<file path="config.mk">
export PLATFORM = sky130hd
export DESIGN_NAME = sfm_fault_mgr
export DESIGN_NICKNAME = d
export VERILOG_FILES = /design/src/sfm_pkg.sv /design/src/sfm_fault_mgr.sv
export VERILOG_INCLUDE_DIRS = /design/src
export SDC_FILE = /design/constraint.sdc
export NUM_CORES = 1
export LEC_CHECK = 0
export BUFFER_PORTS_ARGS = -buffer_cell sky130_fd_sc_hd__buf_2
export CAP_MARGIN = 20
export CELL_PAD_IN_SITES_DETAIL_PLACEMENT = 1
export CELL_PAD_IN_SITES_GLOBAL_PLACEMENT = 2
export CORE_ASPECT_RATIO = 0.75
export CORE_UTILIZATION = 38
export DETAILED_ROUTE_END_ITERATION = 8
export PLACE_DENSITY = 0.74
export SLEW_MARGIN = 20
export SYNTH_ARGS = -nofsm -noshare
export SYNTH_HDL_FRONTEND = slang
export SYNTH_SLANG_ARGS = --single-unit
</file>
<file path="constraint.sdc">
create_clock -name pclk -period 3.9 [get_ports pclk]
set_clock_uncertainty 0.05 [all_clocks]
set_input_delay 0.78 -clock pclk [delete_from_list [all_inputs] [get_ports pclk]]
set_output_delay 0.78 -clock pclk [all_outputs]
set_load 0.01 [all_outputs]
</file>
<file path="src/sfm_map.svh">
// register offsets, field positions and sizes of the servo fault manager
// assumes byte addresses on a 32-bit apb bus, one word per register
`ifndef SFM_MAP_SVH
`define SFM_MAP_SVH
`define SFM_NSRC 20
`define SFM_HIST 10
`define SFM_DUP_WIN 5
`define SFM_OFS_CTRL 12'h000
`define SFM_OFS_THR 12'h004
`define SFM_OFS_STAT 12'h008
`define SFM_OFS_CODE 12'h00C
`define SFM_OFS_BUSC 12'h010
`define SFM_OFS_ACT 12'h014
`define SFM_OFS_HIST 12'h020
`define SFM_BIT_RST 0
`define SFM_BIT_CLR 1
`define SFM_STAT_HV 16
`define SFM_GRP_RES 4'h4
`define SFM_GRP_CAT2 4'h8
`define SFM_GRP_ALM 4'hD
`endif

</file>
<file path="src/sfm_pkg.sv">
// types shared by the servo fault manager
// assumes sfm_map.svh supplies the sizes
`include "sfm_map.svh"
package sfm_pkg;
	typedef logic [11:0] sfm_code_t;
	typedef logic [15:0] sfm_bus_t;
	typedef enum logic [1:0] {SFM_CAT_NONE, SFM_CAT1, SFM_CAT2, SFM_CAT3} sfm_cat_e;
	typedef struct packed {
		sfm_code_t code;
		sfm_bus_t bus;
	} sfm_info_s;
	typedef struct packed {
		sfm_code_t code;
		logic [15:0] snap;
	} sfm_hist_s;
	typedef struct packed {
		logic pready;
		logic pslverr;
		logic [31:0] prdata;
		logic [1:0] en_sync;
		logic [1:0] p1_sync;
		logic [1:0] p2_sync;
		logic [`SFM_NSRC-1:0] act;
		logic [`SFM_NSRC-1:0] pend;
		sfm_hist_s [`SFM_HIST-1:0] hist;
		logic [`SFM_HIST-1:0] hvalid;
		logic [15:0] thr_pend;
		logic [15:0] thr;
		sfm_code_t code;
		sfm_bus_t bus;
		logic fault;
		logic warn;
		logic ready;
		logic rot;
		logic brake;
	} sfm_state_s;
endpackage : sfm_pkg
</file>
<file path="src/sfm_fault_mgr.sv">
// servo fault manager: latches detector faults, history log, display code,
// status outputs, apb register slave.
// assumes detectors and speed filter run on pclk; servo enable and probes are pins.
// How it works
// - ten newest faults logged with status snapshot
// - repeat within five newest entries logged once
// - display shows code of most severe active
// - reset keeps log; clear-log write erases it
// - each code falls in one of three categories
// - groups 0x to 3x severe, never cleared
// - groups 4x to 7x severe, reset clears
// - groups 8x to Cx category two, resettable
// - reset request drops resettable code from display
// - host writes one to fault reset
// - reset honoured only while servo enable off
// - alarms clear themselves when source goes
// - threshold changes apply only with enable off
// - software mismatch 0x010, bus 0x6100, fixed
// - motor parameter mismatch 0x011, bus 0x7122
// - product matching faults 0x020-0x022, bus 0x6100
// - serial check failure 0x053, bus 0x7500
// - out-of-control 0x060, bus 0x8400, fixed
// - rotating output when speed magnitude reaches threshold
// - ready output when enable can be accepted
// - fault output while unreset fault exists
// - warning output while alarm pending
//
// Register access over APB and the placing of the registers were decided locally.
`timescale 1ns/1ps
`include "sfm_map.svh"
module sfm_fault_mgr #(
	parameter int N_SRC = `SFM_NSRC, // detector count
	parameter int HIST_DEPTH = `SFM_HIST, // log entries
	parameter int DUP_WIN = `SFM_DUP_WIN, // duplicate window
	parameter logic [11:0] CAT2_CODE = 12'h800, // category two source code
	parameter logic [15:0] CAT2_BUS = 16'hFF00, // its bus code
	parameter logic [11:0] ALM_CODE = 12'hD00, // alarm source code
	parameter logic [15:0] ALM_BUS = 16'hFF00 // its bus code
) (
	input wire logic pclk, // clock, 40 MHz
	input wire logic presetn, // async reset, low
	input wire logic psel, // apb select
	input wire logic penable, // apb enable
	input wire logic pwrite, // apb direction
	input wire logic [11:0] paddr, // apb byte address
	input wire logic [31:0] pwdata, // apb write data
	output logic [31:0] prdata, // apb read data
	output logic pready, // apb ready
	output logic pslverr, // apb error, unmapped
	input wire logic [N_SRC-1:0] det_in, // detector levels
	input wire logic [15:0] snap_in, // drive status snapshot
	input wire logic signed [15:0] speed_in, // filtered speed
	input wire logic power_ok_in, // power stage ready
	input wire logic servo_en_in, // servo enable pin
	input wire logic probe_one_in, // touch probe 1 pin
	input wire logic probe_two_in, // touch probe 2 pin
	output logic servo_ready_out, // servo ready
	output logic motor_rotating_out, // motor rotating
	output logic brake_out, // brake released
	output logic warn_out, // alarm pending
	output logic fault_out, // fault pending
	output sfm_pkg::sfm_code_t internal_fault_code_obj, // shown code
	output sfm_pkg::sfm_bus_t bus_error_code_obj // shown bus code
);
	import sfm_pkg::*;

	if (N_SRC != `SFM_NSRC || HIST_DEPTH != `SFM_HIST || DUP_WIN > HIST_DEPTH) begin : g_chk
		$error("sfm_fault_mgr: unsupported parameter values");
	end

	sfm_state_s st;
	sfm_state_s next_st;

	function automatic sfm_info_s info_of(input int i);
		sfm_info_s r;
		r = '0;
		case (i)
			0: r = '{12'h010, 16'h6100};
			1: r = '{12'h011, 16'h7122};
			2: r = '{12'h020, 16'h6100};
			3: r = '{12'h021, 16'h6100};
			4: r = '{12'h022, 16'h6100};
			5: r = '{12'h030, 16'h6320};
			6: r = '{12'h031, 16'h6320};
			7: r = '{12'h032, 16'h6320};
			8: r = '{12'h033, 16'h6320};
			9: r = '{12'h050, 16'h7500};
			10: r = '{12'h051, 16'h7500};
			11: r = '{12'h052, 16'h7500};
			12: r = '{12'h053, 16'h7500};
			13: r = '{12'h060, 16'h8400};
			14: r = '{12'h100, 16'h2312};
			15: r = '{12'h101, 16'h2312};
			16: r = '{12'h400, 16'h3230};
			17: r = '{12'h460, 16'h8400};
			18: r = '{CAT2_CODE, CAT2_BUS};
			19: r = '{ALM_CODE, ALM_BUS};
			default: r = '0;
		endcase
		return r;
	endfunction : info_of

	function automatic sfm_code_t code_of(input int i);
		sfm_info_s r;
		r = info_of(i);
		return r.code;
	endfunction : code_of

	function automatic sfm_bus_t bus_of(input int i);
		sfm_info_s r;
		r = info_of(i);
		return r.bus;
	endfunction : bus_of

	// category from the group nibble
	function automatic sfm_cat_e cat_of(input sfm_code_t c);
		sfm_cat_e k;
		if (c[11:8] >= `SFM_GRP_ALM)
			k = SFM_CAT3;
		else if (c[11:8] >= `SFM_GRP_CAT2)
			k = SFM_CAT2;
		else
			k = SFM_CAT1;
		return k;
	endfunction : cat_of

	// lowest set index, table is in ascending code order
	function automatic int lowest(input logic [N_SRC-1:0] v);
		int r;
		r = 0;
		for (int i = N_SRC - 1; i >= 0; i--) begin
			if (v[i])
				r = i;
		end
		return r;
	endfunction : lowest

	function automatic logic [16:0] mag(input logic signed [15:0] v);
		logic signed [16:0] w;
		w = {v[15], v};
		return v[15] ? 17'(-w) : 17'(w);
	endfunction : mag

	logic [N_SRC-1:0] res_m;
	logic [N_SRC-1:0] alarm_m;
	logic [N_SRC-1:0] nonres_m;
	for (genvar g = 0; g < N_SRC; g++) begin : g_mask
		assign alarm_m[g] = cat_of(code_of(g)) == SFM_CAT3;
		assign res_m[g] = code_of(g) >= {`SFM_GRP_RES, 8'h00};
		assign nonres_m[g] = ~res_m[g];
	end

	logic acc;
	logic wr;
	logic rst_req;
	logic clr_req;
	logic rec;
	int rec_idx;
	sfm_code_t rec_code;
	logic dup;
	logic [16:0] spd_mag;

	assign acc = psel & penable & st.pready;
	assign wr = acc & pwrite;
	assign rst_req = wr && paddr == `SFM_OFS_CTRL && pwdata[`SFM_BIT_RST];
	assign clr_req = wr && paddr == `SFM_OFS_CTRL && pwdata[`SFM_BIT_CLR];
	assign rec = |st.pend;
	assign rec_idx = lowest(st.pend);
	assign rec_code = code_of(rec_idx);
	assign spd_mag = mag(speed_in);

	always_comb begin
		dup = 1'b0;
		for (int j = 0; j < DUP_WIN; j++) begin
			if (st.hvalid[j] && st.hist[j].code == rec_code)
				dup = 1'b1;
		end
	end

	always_comb begin
		logic [31:0] rd_val;
		logic rd_hit;
		logic [11:0] hi;
		logic en_on;
		sfm_cat_e best;
		int best_i;
		rd_val = '0;
		rd_hit = 1'b1;
		hi = 12'((paddr - `SFM_OFS_HIST) >> 2);
		en_on = st.en_sync[1];
		best = SFM_CAT_NONE;
		best_i = 0;
		next_st = st;

		next_st.en_sync = {st.en_sync[0], servo_en_in};
		next_st.p1_sync = {st.p1_sync[0], probe_one_in};
		next_st.p2_sync = {st.p2_sync[0], probe_two_in};

		// register read decode
		case (paddr)
			`SFM_OFS_CTRL: rd_val = '0;
			`SFM_OFS_THR: rd_val = {16'h0000, st.thr_pend};
			`SFM_OFS_STAT: begin
				rd_val[`SFM_STAT_HV +: `SFM_HIST] = st.hvalid;
				rd_val[9:0] = {st.thr == st.thr_pend, st.p2_sync[1], st.p1_sync[1],
					en_on, st.brake, st.rot, st.ready, st.warn, st.fault, rec};
			end
			`SFM_OFS_CODE: rd_val = {20'h00000, st.code};
			`SFM_OFS_BUSC: rd_val = {16'h0000, st.bus};
			`SFM_OFS_ACT: rd_val = 32'(st.act);
			default: begin
				if (paddr >= `SFM_OFS_HIST && paddr[1:0] == 2'b00 && hi < 12'(HIST_DEPTH)) begin
					if (st.hvalid[hi[3:0]])
						rd_val = {4'h0, st.hist[hi[3:0]]};
				end else begin
					rd_hit = 1'b0;
				end
			end
		endcase

		// one wait state, answer registered
		next_st.pready = psel & penable & ~st.pready;
		next_st.pslverr = 1'b0;
		next_st.prdata = '0;
		if (psel & penable & ~st.pready) begin
			next_st.prdata = pwrite ? 32'h00000000 : rd_val;
			next_st.pslverr = ~rd_hit;
		end

		if (wr && paddr == `SFM_OFS_THR)
			next_st.thr_pend = pwdata[15:0];
		// pending threshold applies only with enable off, never on reset request
		if (!en_on)
			next_st.thr = st.thr_pend;

		// fault latches; a detector still high wins over a reset
		for (int i = 0; i < N_SRC; i++) begin
			if (alarm_m[i])
				next_st.act[i] = det_in[i];
			else if (det_in[i])
				next_st.act[i] = 1'b1;
			else if (rst_req && res_m[i] && !en_on)
				next_st.act[i] = 1'b0;
		end
		next_st.pend = st.pend & ~(N_SRC'(rec) << rec_idx);
		next_st.pend = next_st.pend | (next_st.act & ~st.act);

		// history, newest in entry 0; reset request never touches it
		if (clr_req)
			next_st.hvalid = '0;
		if (rec && !dup) begin
			next_st.hist = {st.hist[HIST_DEPTH-2:0], rec_code, snap_in};
			next_st.hvalid = {next_st.hvalid[HIST_DEPTH-2:0], 1'b1};
		end

		// most severe active code, lowest code on a tie
		for (int i = N_SRC - 1; i >= 0; i--) begin
			if (st.act[i] && (best == SFM_CAT_NONE || cat_of(code_of(i)) <= best)) begin
				best = cat_of(code_of(i));
				best_i = i;
			end
		end
		if (best == SFM_CAT_NONE) begin
			next_st.code = '0;
			next_st.bus = '0;
		end else begin
			next_st.code = code_of(best_i);
			next_st.bus = bus_of(best_i);
		end

		next_st.fault = |(st.act & ~alarm_m);
		next_st.warn = |(st.act & alarm_m);
		next_st.ready = power_ok_in & ~|(st.act & ~alarm_m);
		next_st.rot = spd_mag >= {1'b0, st.thr};
		next_st.brake = en_on & power_ok_in & ~|(st.act & ~alarm_m);
	end

	always_ff @(posedge pclk or negedge presetn) begin
		if (!presetn)
			st <= '0;
		else
			st <= next_st;
	end

	assign prdata = st.prdata;
	assign pready = st.pready;
	assign pslverr = st.pslverr;
	assign servo_ready_out = st.ready;
	assign motor_rotating_out = st.rot;
	assign brake_out = st.brake;
	assign warn_out = st.warn;
	assign fault_out = st.fault;
	assign internal_fault_code_obj = st.code;
	assign bus_error_code_obj = st.bus;

	a_nonres_hold:
	assert property (@(posedge pclk) disable iff (!presetn)
		1'b1 |=> (~st.act & $past(st.act) & nonres_m) == '0)
		else $error("non-resettable fault cleared");

	a_reset_needs_off:
	assert property (@(posedge pclk) disable iff (!presetn)
		st.en_sync[1] |=> (~st.act & $past(st.act) & ~alarm_m) == '0)
		else $error("fault cleared while enabled");

	a_log_kept:
	assert property (@(posedge pclk) disable iff (!presetn)
		(rst_req && !clr_req && st.hvalid[0]) |=> st.hvalid[0])
		else $error("reset request erased log");

	a_log_cleared:
	assert property (@(posedge pclk) disable iff (!presetn)
		(clr_req && !rec) |=> st.hvalid == '0)
		else $error("clear log left entries");

	a_dup_once:
	assert property (@(posedge pclk) disable iff (!presetn)
		(rec && dup && !clr_req) |=> st.hist == $past(st.hist) && st.hvalid == $past(st.hvalid))
		else $error("duplicate fault logged twice");

	a_fault_level:
	assert property (@(posedge pclk) disable iff (!presetn)
		1'b1 |=> fault_out == |($past(st.act) & ~alarm_m))
		else $error("fault output wrong");

	a_warn_level:
	assert property (@(posedge pclk) disable iff (!presetn)
		(det_in & alarm_m) == '0 |=> ##1 !warn_out)
		else $error("warning did not clear");

	a_rot_level:
	assert property (@(posedge pclk) disable iff (!presetn)
		presetn |=> motor_rotating_out == ($past(spd_mag) >= {1'b0, $past(st.thr)}))
		else $error("rotating output wrong");

	a_thr_frozen:
	assert property (@(posedge pclk) disable iff (!presetn)
		st.en_sync[1] |=> st.thr == $past(st.thr))
		else $error("threshold changed while enabled");

	a_ready_fault:
	assert property (@(posedge pclk) disable iff (!presetn)
		fault_out |-> !servo_ready_out)
		else $error("ready while fault");

	a_order_low:
	assert property (@(posedge pclk) disable iff (!presetn)
		(rec && !dup && !clr_req) |=> st.hist[0].code == code_of(lowest($past(st.pend))))
		else $error("log order wrong");

	a_alarm_follow:
	assert property (@(posedge pclk) disable iff (!presetn)
		presetn |=> (st.act & alarm_m) == ($past(det_in) & alarm_m))
		else $error("alarm latch not following detector");

	a_res_cleared:
	assert property (@(posedge pclk) disable iff (!presetn)
		(rst_req && !st.en_sync[1]) |=> (st.act & res_m & ~$past(det_in)) == '0)
		else $error("resettable fault survived reset");

	a_code_none:
	assert property (@(posedge pclk) disable iff (!presetn)
		st.act == '0 |=> internal_fault_code_obj == '0 && bus_error_code_obj == '0)
		else $error("code shown with no active fault");

	a_brake_fault:
	assert property (@(posedge pclk) disable iff (!presetn)
		fault_out |-> !brake_out)
		else $error("brake released while fault");

	a_pready_pulse:
	assert property (@(posedge pclk) disable iff (!presetn)
		pready |=> !pready)
		else $error("ready held past one cycle");

endmodule : sfm_fault_mgr

</file>
==> metrics.txt <==
post-synth top area cell dfrtp_1; vias in the first global route 14232; min-delay worst type in2async; Wirelength per Cell 23.1 µm; library cells used by synthesis between 70 and 80; placer congestion estimate 0.842; CP required 4.29 ns; Non-Filler Instances 2463; area of placed instances between 20000 and 25000 µm²; outcome finished, violations left; clk buf depth 3; RR Startpoint st[359]$_DFF_PN0_; Die H 201 µm; startpoint types flop; failing checks negative setup slack; Total GRT Usage 20.8%; top cells by area, synth dfrtp_1 47%, mux2_4 14%, mux2_2 7.4%; WP data arrival 4.29 ns; sequential share of the synthesized area a little under half; Layout Utilization 46.1%; antenna viol nets, final 0; IO Count 172; Mapped Area 20100 µm²; total number of yosys warnings 0; Total Wirelength ~57 mm; Finished Cell Area ~24000 µm²; relative slew slack 44.2%; total of fill cells in the finished design around 5400; Final Slew Violations 0; initial antenna violation count 2; CTS tree done; Area Growth Syn to Fin 19.0%; drt drc 0; multi-input logic area 9730 µm²; CTS buffer count 42; vias 13264; Post-synth ARST share 100%; crit path time final 3.90 ns; num rows slightly above 70; area fraction of the dominant cell type after synthesis a little under half; Crit Path Class reg2reg; CTS HTree Levels 2; worst setup path endpoint st[274]$_DFFE_PN0N_; DR pass1 iterations 9; Post-Syn Area per Cell 13.1 µm²; R2R depth 14; final worst-path cycle share 100%; Starting Density 38.7%; layout cells sized above 1 44.2%; I/O Buffers 142; largest net degree at the start of global routing 83; Vias/cell 5.39; crit path max fanout 14; Die Wd 268 µm; main flop type after synthesis dfrtp_1; die area about 54000 µm²; CP Launch Point st[359]$_DFF_PN0_; post-DP HPWL a little under 40 mm; NumNets Final roughly 1900; final worst slack -0.00144 ns; unrepaired setup endpoints after global routing yes; Register Area 9540 µm²; Max Clock Freq 0.256 GHz; Worst-Skew Late Latency 0.58 ns; slew of the pin with the lowest slew margin ~0.83 ns; first-pass GRT wire length 87.0 mm; clock sink total around 380; Cells after Synth 1533; First DRT Iteration DRCs 911; Synth Register Bits 381; worst r2r dst st[274]$_DFFE_PN0N_; grt ovf 0; area of the core approximately 52000 µm²; count of final setup violators 1; pre-CTS setup slack -0.227 ns; Post-synth EDFFs 0; max cap viols 0; reg2reg setup slack -0.001 ns; Placed Instances 2368; clk slew on worst S/H paths 0.06 ns; crit end category flop; final hold violations 0; Root Buffer clkbuf_16
cells in the mapped netlist, types with 13 or more instances:
cell and instances:
o22ai_1 14, nor4_1 17, dfrtp_1 381, a21oi_1 27, buf_4 60, xor2_1 13, a22oi_1 32, or2_2 14
inv_1 59, ha_1 22, mux2_4 188, a222oi_1 15, nor2_1 64, o21ai_0 70, nand3_1 13, nand2_1 67
mux2i_1 14, mux4_2 50, xnor2_1 44, clkbuf_1 37, mux2_2 132
how the worst min path moves through the flow:
stage / slack, ns / depth (start not counted) / to
after global routing: 0.16 / 1 / st[361]$_DFF_PN0_
after floorplan: 0.28 / 0 / st[396]$_DFF_PN0_
after detailed placement: 0.29 / 0 / st[400]$_DFF_PN0_
final: 0.12 / 1 / st[361]$_DFF_PN0_
after CTS: 0.13 / 1 / st[361]$_DFF_PN0_
after global placement: 0.29 / 0 / st[400]$_DFF_PN0_
flip-flops by register name (all words and copies together) (netlist names):
name,count
st,324
prdata,28
bus_error_code_obj,11
internal_fault_code_obj,7
next_st,4
brake_out,1
fault_out,1
motor_rotating_out,1
pready,1
pslverr,1
servo_ready_out,1
warn_out,1
cells by family after synthesis:
logic type	synth area share, %
mux	27.7
flops	47.4
simple gates	6.25
compound gates	8.47
buf+inv	6.24
xor+xnor	2.48
fa+ha+maj	1.37
other cells	0.0187
final cells by class:
type	instances	area share [%]
sequential	381	39.9
antenna	1	0.0105
clock buffer	61	4.94
tap	703	3.68
multi-input combinational	969	40.7
clock inverter	11	0.675
inverter	59	0.926
timing repair buffer	278	9.20
metrics by stage:
stage	TNS [ns]	hold slack, ns
detailed placement	-39.36	0.286
global placement	-31.59	0.287
finish	-0.00144	0.121
floorplan	0	0.281
CTS	0	0.131
global route	-22.61	0.156
metal layers:
metal	up-vias	GRT usage, %	share of wire, %
li1	5963	-	-
met5	-	0	0.023
met2	245	31.7	46
met4	2	5.63	2.2
met3	77	3.62	4.4
met1	6977	30.4	47
what timing repair did:
item,4_1_cts,5_1_grt
resized for setup,21,64
buffers inserted,4,8
endpoints found under the setup margin,248,245
pin swaps,6,8
gates cloned,0,10
hold buffers,0,0
critical path, cell delays in order (launching register included):
cell and delay, ns:
dfrtp_1 0.41, or2_4 0.28, a2111oi_4 0.25, o41ai_4 0.18
a221o_2 0.45, or3_4 0.42, o211ai_4 0.10, buf_6 0.16
xor2_1 0.21, nor4_2 0.09, a311oi_4 0.26, nand3_4 0.18
buf_12 0.21, clkbuf_16 0.20, mux2_4 0.31
placed cells by master, fill, tap and decap left out, drive strengths merged, types with 28 or more instances in the layout:
master / Yosys / layout
a21oi: 28 / 28
a22oi: 33 / 33
buf: 98 / 270
clkbuf: 38 / 69
dfrtp: 381 / 381
inv: 59 / 60
mux2: 320 / 320
mux4: 50 / 50
nand2: 67 / 67
nor2: 64 / 64
o21ai: 72 / 72
xnor2: 44 / 44
Power is not shown: default switching activity piles up to over one toggle a cycle in this logic, so the estimate is an artifact.
